**config.mk**
```make
export PLATFORM = sky130hd
export DESIGN_NAME = borc_top
export DESIGN_NICKNAME = d
export VERILOG_FILES = /design/src/verilog/borc_pkg.sv /design/src/verilog/borc_sync3.sv /design/src/verilog/borc_top.sv
export SDC_FILE = /design/constraint.sdc
export NUM_CORES = 1
export LEC_CHECK = 0
export BUFFER_PORTS_ARGS = -buffer_cell sky130_fd_sc_hd__buf_2
export CAP_MARGIN = 10
export CORE_MARGIN = 1.5
export CORE_UTILIZATION = 40
export DETAILED_ROUTE_END_ITERATION = 7
export PLACE_DENSITY = 0.69
export SETUP_SLACK_MARGIN = 0.1
export SLEW_MARGIN = 5
export SYNTH_ARGS = -nofsm -noshare
export SYNTH_HDL_FRONTEND = slang
export SYNTH_SLANG_ARGS = --single-unit
export TNS_END_PERCENT = 30
```
**constraint.sdc**
```tcl
create_clock -name clk_i -period 2 [get_ports clk_i]
set_input_delay 0.5 -clock clk_i [delete_from_list [all_inputs] [get_ports clk_i]]
set_output_delay 0.5 -clock clk_i [all_outputs]
set_load 0.02 [all_outputs]
```
**src/verilog/borc_pkg.sv**
```systemverilog
// borc_pkg: constants, types and register map of the brown-out reset control
package borc_pkg;

  // ------------------------------------------------------------
  // clock and timing
  // ------------------------------------------------------------
  localparam int unsigned BORC_CLK_PERIOD_NS = 50;
  // brownout_min_duration, a least time: rounds up
  localparam int unsigned BORC_MIN_DUR_NS    = 200;
  localparam int unsigned BORC_MIN_DUR_CYC   =
    (BORC_MIN_DUR_NS + BORC_CLK_PERIOD_NS - 1) / BORC_CLK_PERIOD_NS;
  // powerup_delay_time, a least time: rounds up
  localparam int unsigned BORC_POWERUP_DELAY_TIMER_NS       = 1000000;
  localparam int unsigned BORC_POWERUP_DELAY_TIMER_CYC      =
    (BORC_POWERUP_DELAY_TIMER_NS + BORC_CLK_PERIOD_NS - 1) / BORC_CLK_PERIOD_NS;
  localparam int unsigned BORC_CNT_W         = 32;

  // ------------------------------------------------------------
  // brownout_enable_cfg encodings
  // ------------------------------------------------------------
  localparam logic [1:0] BORC_EN_OFF   = 2'h0;
  localparam logic [1:0] BORC_EN_SW    = 2'h1;
  localparam logic [1:0] BORC_EN_NOSLP = 2'h2;
  localparam logic [1:0] BORC_EN_ON    = 2'h3;

  // ------------------------------------------------------------
  // register map, byte addresses
  // ------------------------------------------------------------
  localparam int unsigned BORC_ADR_W        = 8;
  localparam logic [7:0]  BORC_ADR_CTRL     = 8'h00;
  localparam logic [7:0]  BORC_ADR_CFG      = 8'h04;
  localparam logic [7:0]  BORC_ADR_STATUS   = 8'h08;
  localparam logic [7:0]  BORC_ADR_IRQ_STAT = 8'h0C;
  localparam logic [7:0]  BORC_ADR_IRQ_MASK = 8'h10;

  // reset_control_reg fields
  localparam int unsigned BORC_CTRL_BORF    = 0;
  localparam int unsigned BORC_CTRL_PORF    = 1;
  localparam int unsigned BORC_CTRL_SWEN    = 6;
  localparam logic        BORC_SWEN_RST     = 1'b1;
  localparam logic        BORC_BORF_RST     = 1'b0;
  localparam logic        BORC_PORF_RST     = 1'b0;

  // status register fields
  localparam int unsigned BORC_ST_LOW       = 0;
  localparam int unsigned BORC_ST_DET_EN    = 1;
  localparam int unsigned BORC_ST_RESET     = 2;
  localparam int unsigned BORC_ST_STATE_LSB = 4;

  // interrupt bits
  localparam int unsigned BORC_IRQ_W        = 2;
  localparam int unsigned BORC_IRQ_BOR      = 0;
  localparam int unsigned BORC_IRQ_REL      = 1;
  localparam logic [1:0]  BORC_IRQ_MASK_RST = 2'h0;

  // ------------------------------------------------------------
  // types
  // ------------------------------------------------------------
  typedef struct packed {
    logic       powerup_delay_timer_enable;
    logic [1:0] brownout_threshold_cfg;
    logic [1:0] brownout_enable_cfg;
  } borc_cfg_s;

  typedef enum logic [1:0] {
    BORC_RUN,
    BORC_FILTER,
    BORC_BROWNOUT,
    BORC_POWERUP_DELAY_TIMER
  } borc_state_e;

endpackage

```
**src/verilog/borc_sync3.sv**
```systemverilog
// borc_sync3: three-stage synchroniser that accepts a change once stages two and three agree
`timescale 1ns/1ps
`default_nettype none
module borc_sync3 (
  // clock and reset
  input  wire logic clk_i,
  input  wire logic rst_i,
  // async level in, filtered level out
  input  wire logic async_i,
  input  wire logic reset_val_i,
  output logic      level_o
);

  logic s1_reg;
  logic s2_reg;
  logic s3_reg;
  logic level_reg;
  logic level_next;

  // ------------------------------------------------------------
  // next value
  // ------------------------------------------------------------
  // s1 feeds only s2, so a metastable s1 never reaches logic
  always_comb begin
    level_next = level_reg;
    if (s2_reg == s3_reg) begin
      level_next = s3_reg;
    end
  end

  // ------------------------------------------------------------
  // registers
  // ------------------------------------------------------------
  always_ff @(posedge clk_i) begin
    if (rst_i) begin
      s1_reg    <= 1'b0;
      s2_reg    <= 1'b0;
      s3_reg    <= 1'b0;
      level_reg <= 1'b0;
    end else begin
      s1_reg    <= async_i;
      s2_reg    <= s1_reg;
      s3_reg    <= s2_reg;
      level_reg <= level_next;
    end
  end

  assign level_o = level_reg;

endmodule
`default_nettype wire

```
**src/verilog/borc_top.sv**
```systemverilog
// borc_top: brown-out reset control with wishbone register access
//
// Behaviour
// - While detection is enabled, the device is reset once the supply stays low past the minimum duration.
// - A brown-out reset lasts as long as the supply stays below the threshold.
// - With the power-up timer on, reset is held the full delay after the supply recovers.
// - A supply drop during the power-up delay returns to brown-out and restarts the delay afterwards.
// - Brown-out enable and power-up timer enable are separate settings.
// - Setting 01 gates detection with the software enable at bit 6 of the reset control register.
// - Outside setting 01 the software enable does nothing and reads 0.
// - The threshold comes only from its configuration field, never from software.
// - While enabled, every brown-out or power-on reset clears the brown-out status flag.
// - Setting 10 detects in run and idle, stops in sleep and resumes on leaving it.
// - Setting 00 stays off and 11 stays on in every mode until reconfigured.
`timescale 1ns/1ps
`default_nettype none
module borc_top
  import borc_pkg::*;
#(
  parameter int unsigned POWERUP_DELAY_TIMER_CYCLES = BORC_POWERUP_DELAY_TIMER_CYC
) (
  // clock and power-on reset
  input  wire logic        clk_i,
  input  wire logic        rst_i,
  // configuration bits and power state
  input  wire borc_cfg_s   cfg_i,
  input  wire logic        sleep_i,
  // supply monitor
  input  wire logic        supply_low_i,
  output logic [1:0]       threshold_sel_o,
  // device reset and interrupt
  output logic             brownout_reset_o,
  output logic             irq_o,
  // wishbone slave
  input  wire logic        cyc_i,
  input  wire logic        stb_i,
  input  wire logic        we_i,
  input  wire logic [7:0]  adr_i,
  input  wire logic [3:0]  sel_i,
  input  wire logic [31:0] dat_i,
  output logic [31:0]      dat_o,
  output logic             ack_o
);

  // ------------------------------------------------------------
  // declarations
  // ------------------------------------------------------------
  logic                  supply_low;
  logic                  det_en;
  borc_state_e           state_reg;
  borc_state_e           state_next;
  logic [BORC_CNT_W-1:0] cnt_reg;
  logic [BORC_CNT_W-1:0] cnt_next;
  logic                  rst_out_reg;
  logic                  rst_out_next;
  logic                  evt_bor;
  logic                  evt_rel;
  logic                  swen_reg;
  logic                  swen_next;
  logic                  borf_reg;
  logic                  borf_next;
  logic                  porf_reg;
  logic                  porf_next;
  logic [1:0]            thr_reg;
  logic [1:0]            irq_stat_reg;
  logic [1:0]            irq_stat_next;
  logic [1:0]            irq_mask_reg;
  logic [1:0]            irq_mask_next;
  logic                  irq_reg;
  logic                  ack_reg;
  logic                  ack_next;
  logic [31:0]           dat_reg;
  logic [31:0]           dat_next;
  logic                  wr_lane0;
  logic                  swen_rd;

  // ------------------------------------------------------------
  // supply-low synchroniser
  // ------------------------------------------------------------
  borc_sync3 u_sync (
    .clk_i       (clk_i),
    .rst_i       (rst_i),
    .async_i     (supply_low_i),
    .reset_val_i (1'b0),
    .level_o     (supply_low)
  );

  // ------------------------------------------------------------
  // detection enable
  // ------------------------------------------------------------
  always_comb begin
    case (cfg_i.brownout_enable_cfg)
      BORC_EN_OFF:   det_en = 1'b0;
      BORC_EN_SW:    det_en = swen_reg;
      BORC_EN_NOSLP: det_en = !sleep_i;
      BORC_EN_ON:    det_en = 1'b1;
      default:       det_en = 1'b0;
    endcase
  end

  // software enable only means anything in software mode
  assign swen_rd = (cfg_i.brownout_enable_cfg == BORC_EN_SW) ? swen_reg : 1'b0;

  // ------------------------------------------------------------
  // reset sequencer
  // ------------------------------------------------------------
  always_comb begin
    state_next   = state_reg;
    cnt_next     = cnt_reg;
    evt_bor      = 1'b0;
    evt_rel      = 1'b0;
    case (state_reg)
      BORC_RUN: begin
        if (det_en && supply_low) begin
          state_next = BORC_FILTER;
          cnt_next   = BORC_CNT_W'(1);
        end
      end
      BORC_FILTER: begin
        // short dips are ignored: only a low lasting past the minimum resets
        if (!det_en || !supply_low) begin
          state_next = BORC_RUN;
        end else if (cnt_reg >= BORC_CNT_W'(BORC_MIN_DUR_CYC)) begin
          state_next = BORC_BROWNOUT;
          evt_bor    = 1'b1;
        end else begin
          cnt_next = cnt_reg + BORC_CNT_W'(1);
        end
      end
      BORC_BROWNOUT: begin
        // once begun, only recovery ends it, even if detection is disabled
        if (!supply_low) begin
          cnt_next = BORC_CNT_W'(1);
          if (cfg_i.powerup_delay_timer_enable) begin
            state_next = BORC_POWERUP_DELAY_TIMER;
          end else begin
            state_next = BORC_RUN;
            evt_rel    = 1'b1;
          end
        end
      end
      BORC_POWERUP_DELAY_TIMER: begin
        if (supply_low) begin
          state_next = BORC_BROWNOUT;
          cnt_next   = BORC_CNT_W'(1);
        end else if (cnt_reg >= BORC_CNT_W'(POWERUP_DELAY_TIMER_CYCLES)) begin
          state_next = BORC_RUN;
          evt_rel    = 1'b1;
        end else begin
          cnt_next = cnt_reg + BORC_CNT_W'(1);
        end
      end
      default: begin
        state_next = BORC_RUN;
      end
    endcase
    rst_out_next = (state_next == BORC_BROWNOUT) || (state_next == BORC_POWERUP_DELAY_TIMER);
  end

  always_ff @(posedge clk_i) begin
    if (rst_i) begin
      state_reg   <= BORC_RUN;
      cnt_reg     <= '0;
      rst_out_reg <= 1'b0;
      thr_reg     <= 2'h0;
    end else begin
      state_reg   <= state_next;
      cnt_reg     <= cnt_next;
      rst_out_reg <= rst_out_next;
      thr_reg     <= cfg_i.brownout_threshold_cfg;
    end
  end

  // ------------------------------------------------------------
  // registers and wishbone slave
  // ------------------------------------------------------------
  // writes land on the edge where ack is high, as the master expects
  assign wr_lane0 = cyc_i && stb_i && we_i && ack_reg && sel_i[0];

  always_comb begin
    ack_next      = cyc_i && stb_i && !ack_reg;
    dat_next      = dat_reg;
    swen_next     = swen_reg;
    borf_next     = borf_reg;
    porf_next     = porf_reg;
    irq_mask_next = irq_mask_reg;
    irq_stat_next = irq_stat_reg;
    if (cyc_i && stb_i && !ack_reg) begin
      dat_next = 32'h0;
      case (adr_i)
        BORC_ADR_CTRL: begin
          dat_next[BORC_CTRL_SWEN] = swen_rd;
          dat_next[BORC_CTRL_BORF] = borf_reg;
          dat_next[BORC_CTRL_PORF] = porf_reg;
        end
        BORC_ADR_CFG: begin
          dat_next[4:0] = cfg_i;
        end
        BORC_ADR_STATUS: begin
          dat_next[BORC_ST_LOW]    = supply_low;
          dat_next[BORC_ST_DET_EN] = det_en;
          dat_next[BORC_ST_RESET]  = rst_out_reg;
          dat_next[BORC_ST_STATE_LSB +: 2] = state_reg;
        end
        BORC_ADR_IRQ_STAT: dat_next[1:0] = irq_stat_reg;
        BORC_ADR_IRQ_MASK: dat_next[1:0] = irq_mask_reg;
        default:           dat_next = 32'h0;
      endcase
    end
    if (wr_lane0) begin
      case (adr_i)
        BORC_ADR_CTRL: begin
          if (cfg_i.brownout_enable_cfg == BORC_EN_SW) begin
            swen_next = dat_i[BORC_CTRL_SWEN];
          end
          borf_next = dat_i[BORC_CTRL_BORF];
          porf_next = dat_i[BORC_CTRL_PORF];
        end
        BORC_ADR_IRQ_STAT: irq_stat_next = irq_stat_reg & ~dat_i[1:0];
        BORC_ADR_IRQ_MASK: irq_mask_next = dat_i[1:0];
        default:           irq_mask_next = irq_mask_reg;
      endcase
    end
    // hardware set beats a software clear in the same cycle
    if (evt_bor) begin
      borf_next = 1'b0;
      irq_stat_next[BORC_IRQ_BOR] = 1'b1;
    end
    if (evt_rel) begin
      irq_stat_next[BORC_IRQ_REL] = 1'b1;
    end
  end

  always_ff @(posedge clk_i) begin
    if (rst_i) begin
      ack_reg      <= 1'b0;
      dat_reg      <= 32'h0;
      swen_reg     <= BORC_SWEN_RST;
      borf_reg     <= BORC_BORF_RST;
      porf_reg     <= BORC_PORF_RST;
      irq_stat_reg <= 2'h0;
      irq_mask_reg <= BORC_IRQ_MASK_RST;
      irq_reg      <= 1'b0;
    end else begin
      ack_reg      <= ack_next;
      dat_reg      <= dat_next;
      swen_reg     <= swen_next;
      borf_reg     <= borf_next;
      porf_reg     <= porf_next;
      irq_stat_reg <= irq_stat_next;
      irq_mask_reg <= irq_mask_next;
      irq_reg      <= |(irq_stat_next & irq_mask_next);
    end
  end

  // ------------------------------------------------------------
  // outputs
  // ------------------------------------------------------------
  assign brownout_reset_o = rst_out_reg;
  assign threshold_sel_o  = thr_reg;
  assign irq_o            = irq_reg;
  assign ack_o            = ack_reg;
  assign dat_o            = dat_reg;

endmodule
`default_nettype wire

```
==> reports/qor.yml <==
placement:
  dp_cells: 424
  place.gp.congestion: 0.933
  place_area_um2: 2960
  io_buffers: 35
  dp_hpwl_mm: 3.97
logic_synthesis:
  synthTopCellsByCount: "56 x dfxtp_1, 25 x buf_4, 25 x nand2_1"
  syn_area_um2: 2610
  synth_area_leaders: "dfxtp_1 43%, buf_4 7.2%, and2_1 4.1%"
  yosysTopAreaCell: "dfxtp_1"
  synth-main-ff-cell: "dfxtp_1"
  syn_inst: 293
  yosysUniqueCellTypes: 55
  ys_warn_count: 0
  synth_most_common_cell: "dfxtp_1"
  ys_seq_area_frac: 0.429
  ys_seq_elements: 56
  synth_top_area_share: 0.429
  avgSynthCellArea_um2: 8.91
  synth-edff-count: 0
  async_flop_share: 0
floorplan:
  row_count: 29
  die_area_um2: 7020
  start_util: 0.414
  fp.dieW_um: 83.8
  core-area_um2: 6310
  io_pins: 93
  die_h_um: 83.8
clock_tree:
  clkSinkCount: 56
  clock_latency_ps: 320
  path_clk_slew_ps: 110
  hold_buffers: 0
  cts_buffer_depth: 2
  cts_root_buffer: "clkbuf_8"
  htree_levels: 2
  cts_buffers: 5
  cts_tree: "built"
setup_path:
  path_max_fanout: 8
  worstSetupPathType: "reg -> reg"
  critPathArrivalTime_ps: 2470
  crit_chain: "nor4_4 > nand4_4 > o311ai_4 > buf_4 > nand3_4 > or4_1 > a21oi_1"
  critical_path.slowest_cell: "or4_1"
  worst_ep_required_time_ps: 2260
  cp-start-kind: "register"
  critPathCaptureType: "register"
  cp_slowest_stage_delay_ps: 490
detailed_routing:
  drc: 0
  drtPass1Iterations: 4
  viasPerCell: 5.13
  num_vias: 2289
  wire_per_inst_um: 13.1
  wl_mm: 5.82
  drt_iter0_markers: 180
  antenna_left: 0
finish:
  fin_area_um2: 3330
  fin_nets: 426
  drive_gt1_frac: 0.325
  instances_no_fill: 446
  largest_reg_flops: 32
  antenna_cells: 0
  syn_to_final_growth_pct: 27.7
  num-fill-cells: 595
global_route:
  antenna_found_initial: 0
  grt_max_degree: 21
  grt_usage: 0.168
  grt_pass1_wl_mm: 9.53
  grt_remaining_overflow: 0
  grt_pass1_vias: 2082
power:
  power_leakage_nw: 1.44
  vdd_drop_max_v: 0.000445
  p_per_area_nw_per_um2: 583
  p_total_mw: 1.94
sta:
  finClkSkew_ps: 15.4
  hold_viol_final: 0
  setup_viol: 19
  rsz0062_at_grt: "true"
  fin_crit_ps: 2200
  max_freq_mhz: 454
  finalCritPeriodShare: 1.10
  drv_slew: 0
  setup_slack_ps: -201
hold_path:
  hp-class: "in -> reg"
run_status:
  status: "finished with violations"
  violations: "setup timing"
job:
  max-cap-violations: 0
what timing repair did:
| action | in CTS | in global routing |
|---|---|---|
| setup endpoints to repair | 35 | 37 |
| pin swaps | 14 | 7 |
| gates resized for setup | 24 | 12 |
| setup buffers | 12 | 2 |
| cloned | 1 | 0 |
cell usage in the layout, fill, tap and decap left out, types with 3 or more instances in the layout:
cell / n
or2_2: 3
buf_2: 35
nor2_1: 19
o211ai_1: 3
clkbuf_8: 5
nand2_1: 25
nor3_1: 7
buf_6: 5
nand3_1: 9
or4_1: 4
nand4_1: 5
dfxtp_1: 53
a31oi_1: 3
buf_4: 39
a211oi_1: 3
conb_1: 25
o21ai_0: 3
mux2i_1: 4
dfxtp_2: 3
a22o_1: 4
and3_1: 4
o21a_1: 3
a21oi_2: 4
nor4_4: 4
and2_1: 17
o21ai_1: 4
a21oi_1: 12
or3_1: 5
inv_1: 7
nor2b_1: 7
layout make-up:
cell class,count,area (um2),share of cell area
timing repair buffer,79,524,0.157
clock buffer,5,68.8,0.0206
inverter,7,26.3,0.00788
tap,77,96.3,0.0289
clock inverter,3,27.5,0.00826
multi-input combinational,219,1470,0.440
sequential,56,1120,0.337
worst paths after layout:
check,startpoint,to,slack [ps],depth (start not counted)
hold / removal,supply_low_i,u_sync.s1_reg,390,2
setup reg to reg,cnt_reg[20],cnt_reg[13],-200,7
setup / recovery,cnt_reg[20],cnt_reg[13],-200,7
hold reg to reg,dat_o[5],dat_o[5],460,2
worst max-delay path: cells and delay by family (launching register included):
family          cells  cell delay (ps)
compound gates      2              500
buf+inv             1              180
flops               1              340
simple gates        4             1130
through the flow:
step	hold WS (ps)	util	TNS (ps)	worst slack, ps
6_report	392	0.528	-2160	-201
5_1_grt	396	0.528	-3880	-283
4_1_cts	383	0.517	-1590	-168
3_5_place_dp	434	0.469	-7990	-375
3_3_place_gp	423	0.469	-6410	-285
2_1_floorplan	414	-	-142	-50.9
power by group:
part / internal [mW] / leakage, nW / switching, mW
sequential: 1.12 / 0.454 / 0.00403
combinational: 0.0495 / 0.937 / 0.107
clock: 0.258 / 0.0463 / 0.402
total: 1.43 / 1.44 / 0.512
cell families after synthesis:
| family | count (synthesis) | synth area share |
|---|---|---|
| adder cells (fa/ha/maj) | 2 | 0.00958 |
| multiplexers | 5 | 0.0196 |
| AND/OR/NAND/NOR | 129 | 0.275 |
| other | 1 | 0.00144 |
| XOR/XNOR | 2 | 0.00671 |
| AO/OA/AOI/OAI | 55 | 0.151 |
| buffers and inverters | 43 | 0.107 |
| flip-flops | 56 | 0.429 |
layer usage:
metal  vias to the layer above  track usage  share of wire
met5                         -            0              0
met4                         0       0.0537         0.0072
met3                         4       0.0366          0.048
met2                        56        0.274           0.49
met1                      1084        0.221           0.46
li1                       1145            -              -
Power figures use the tool's default switching activity.
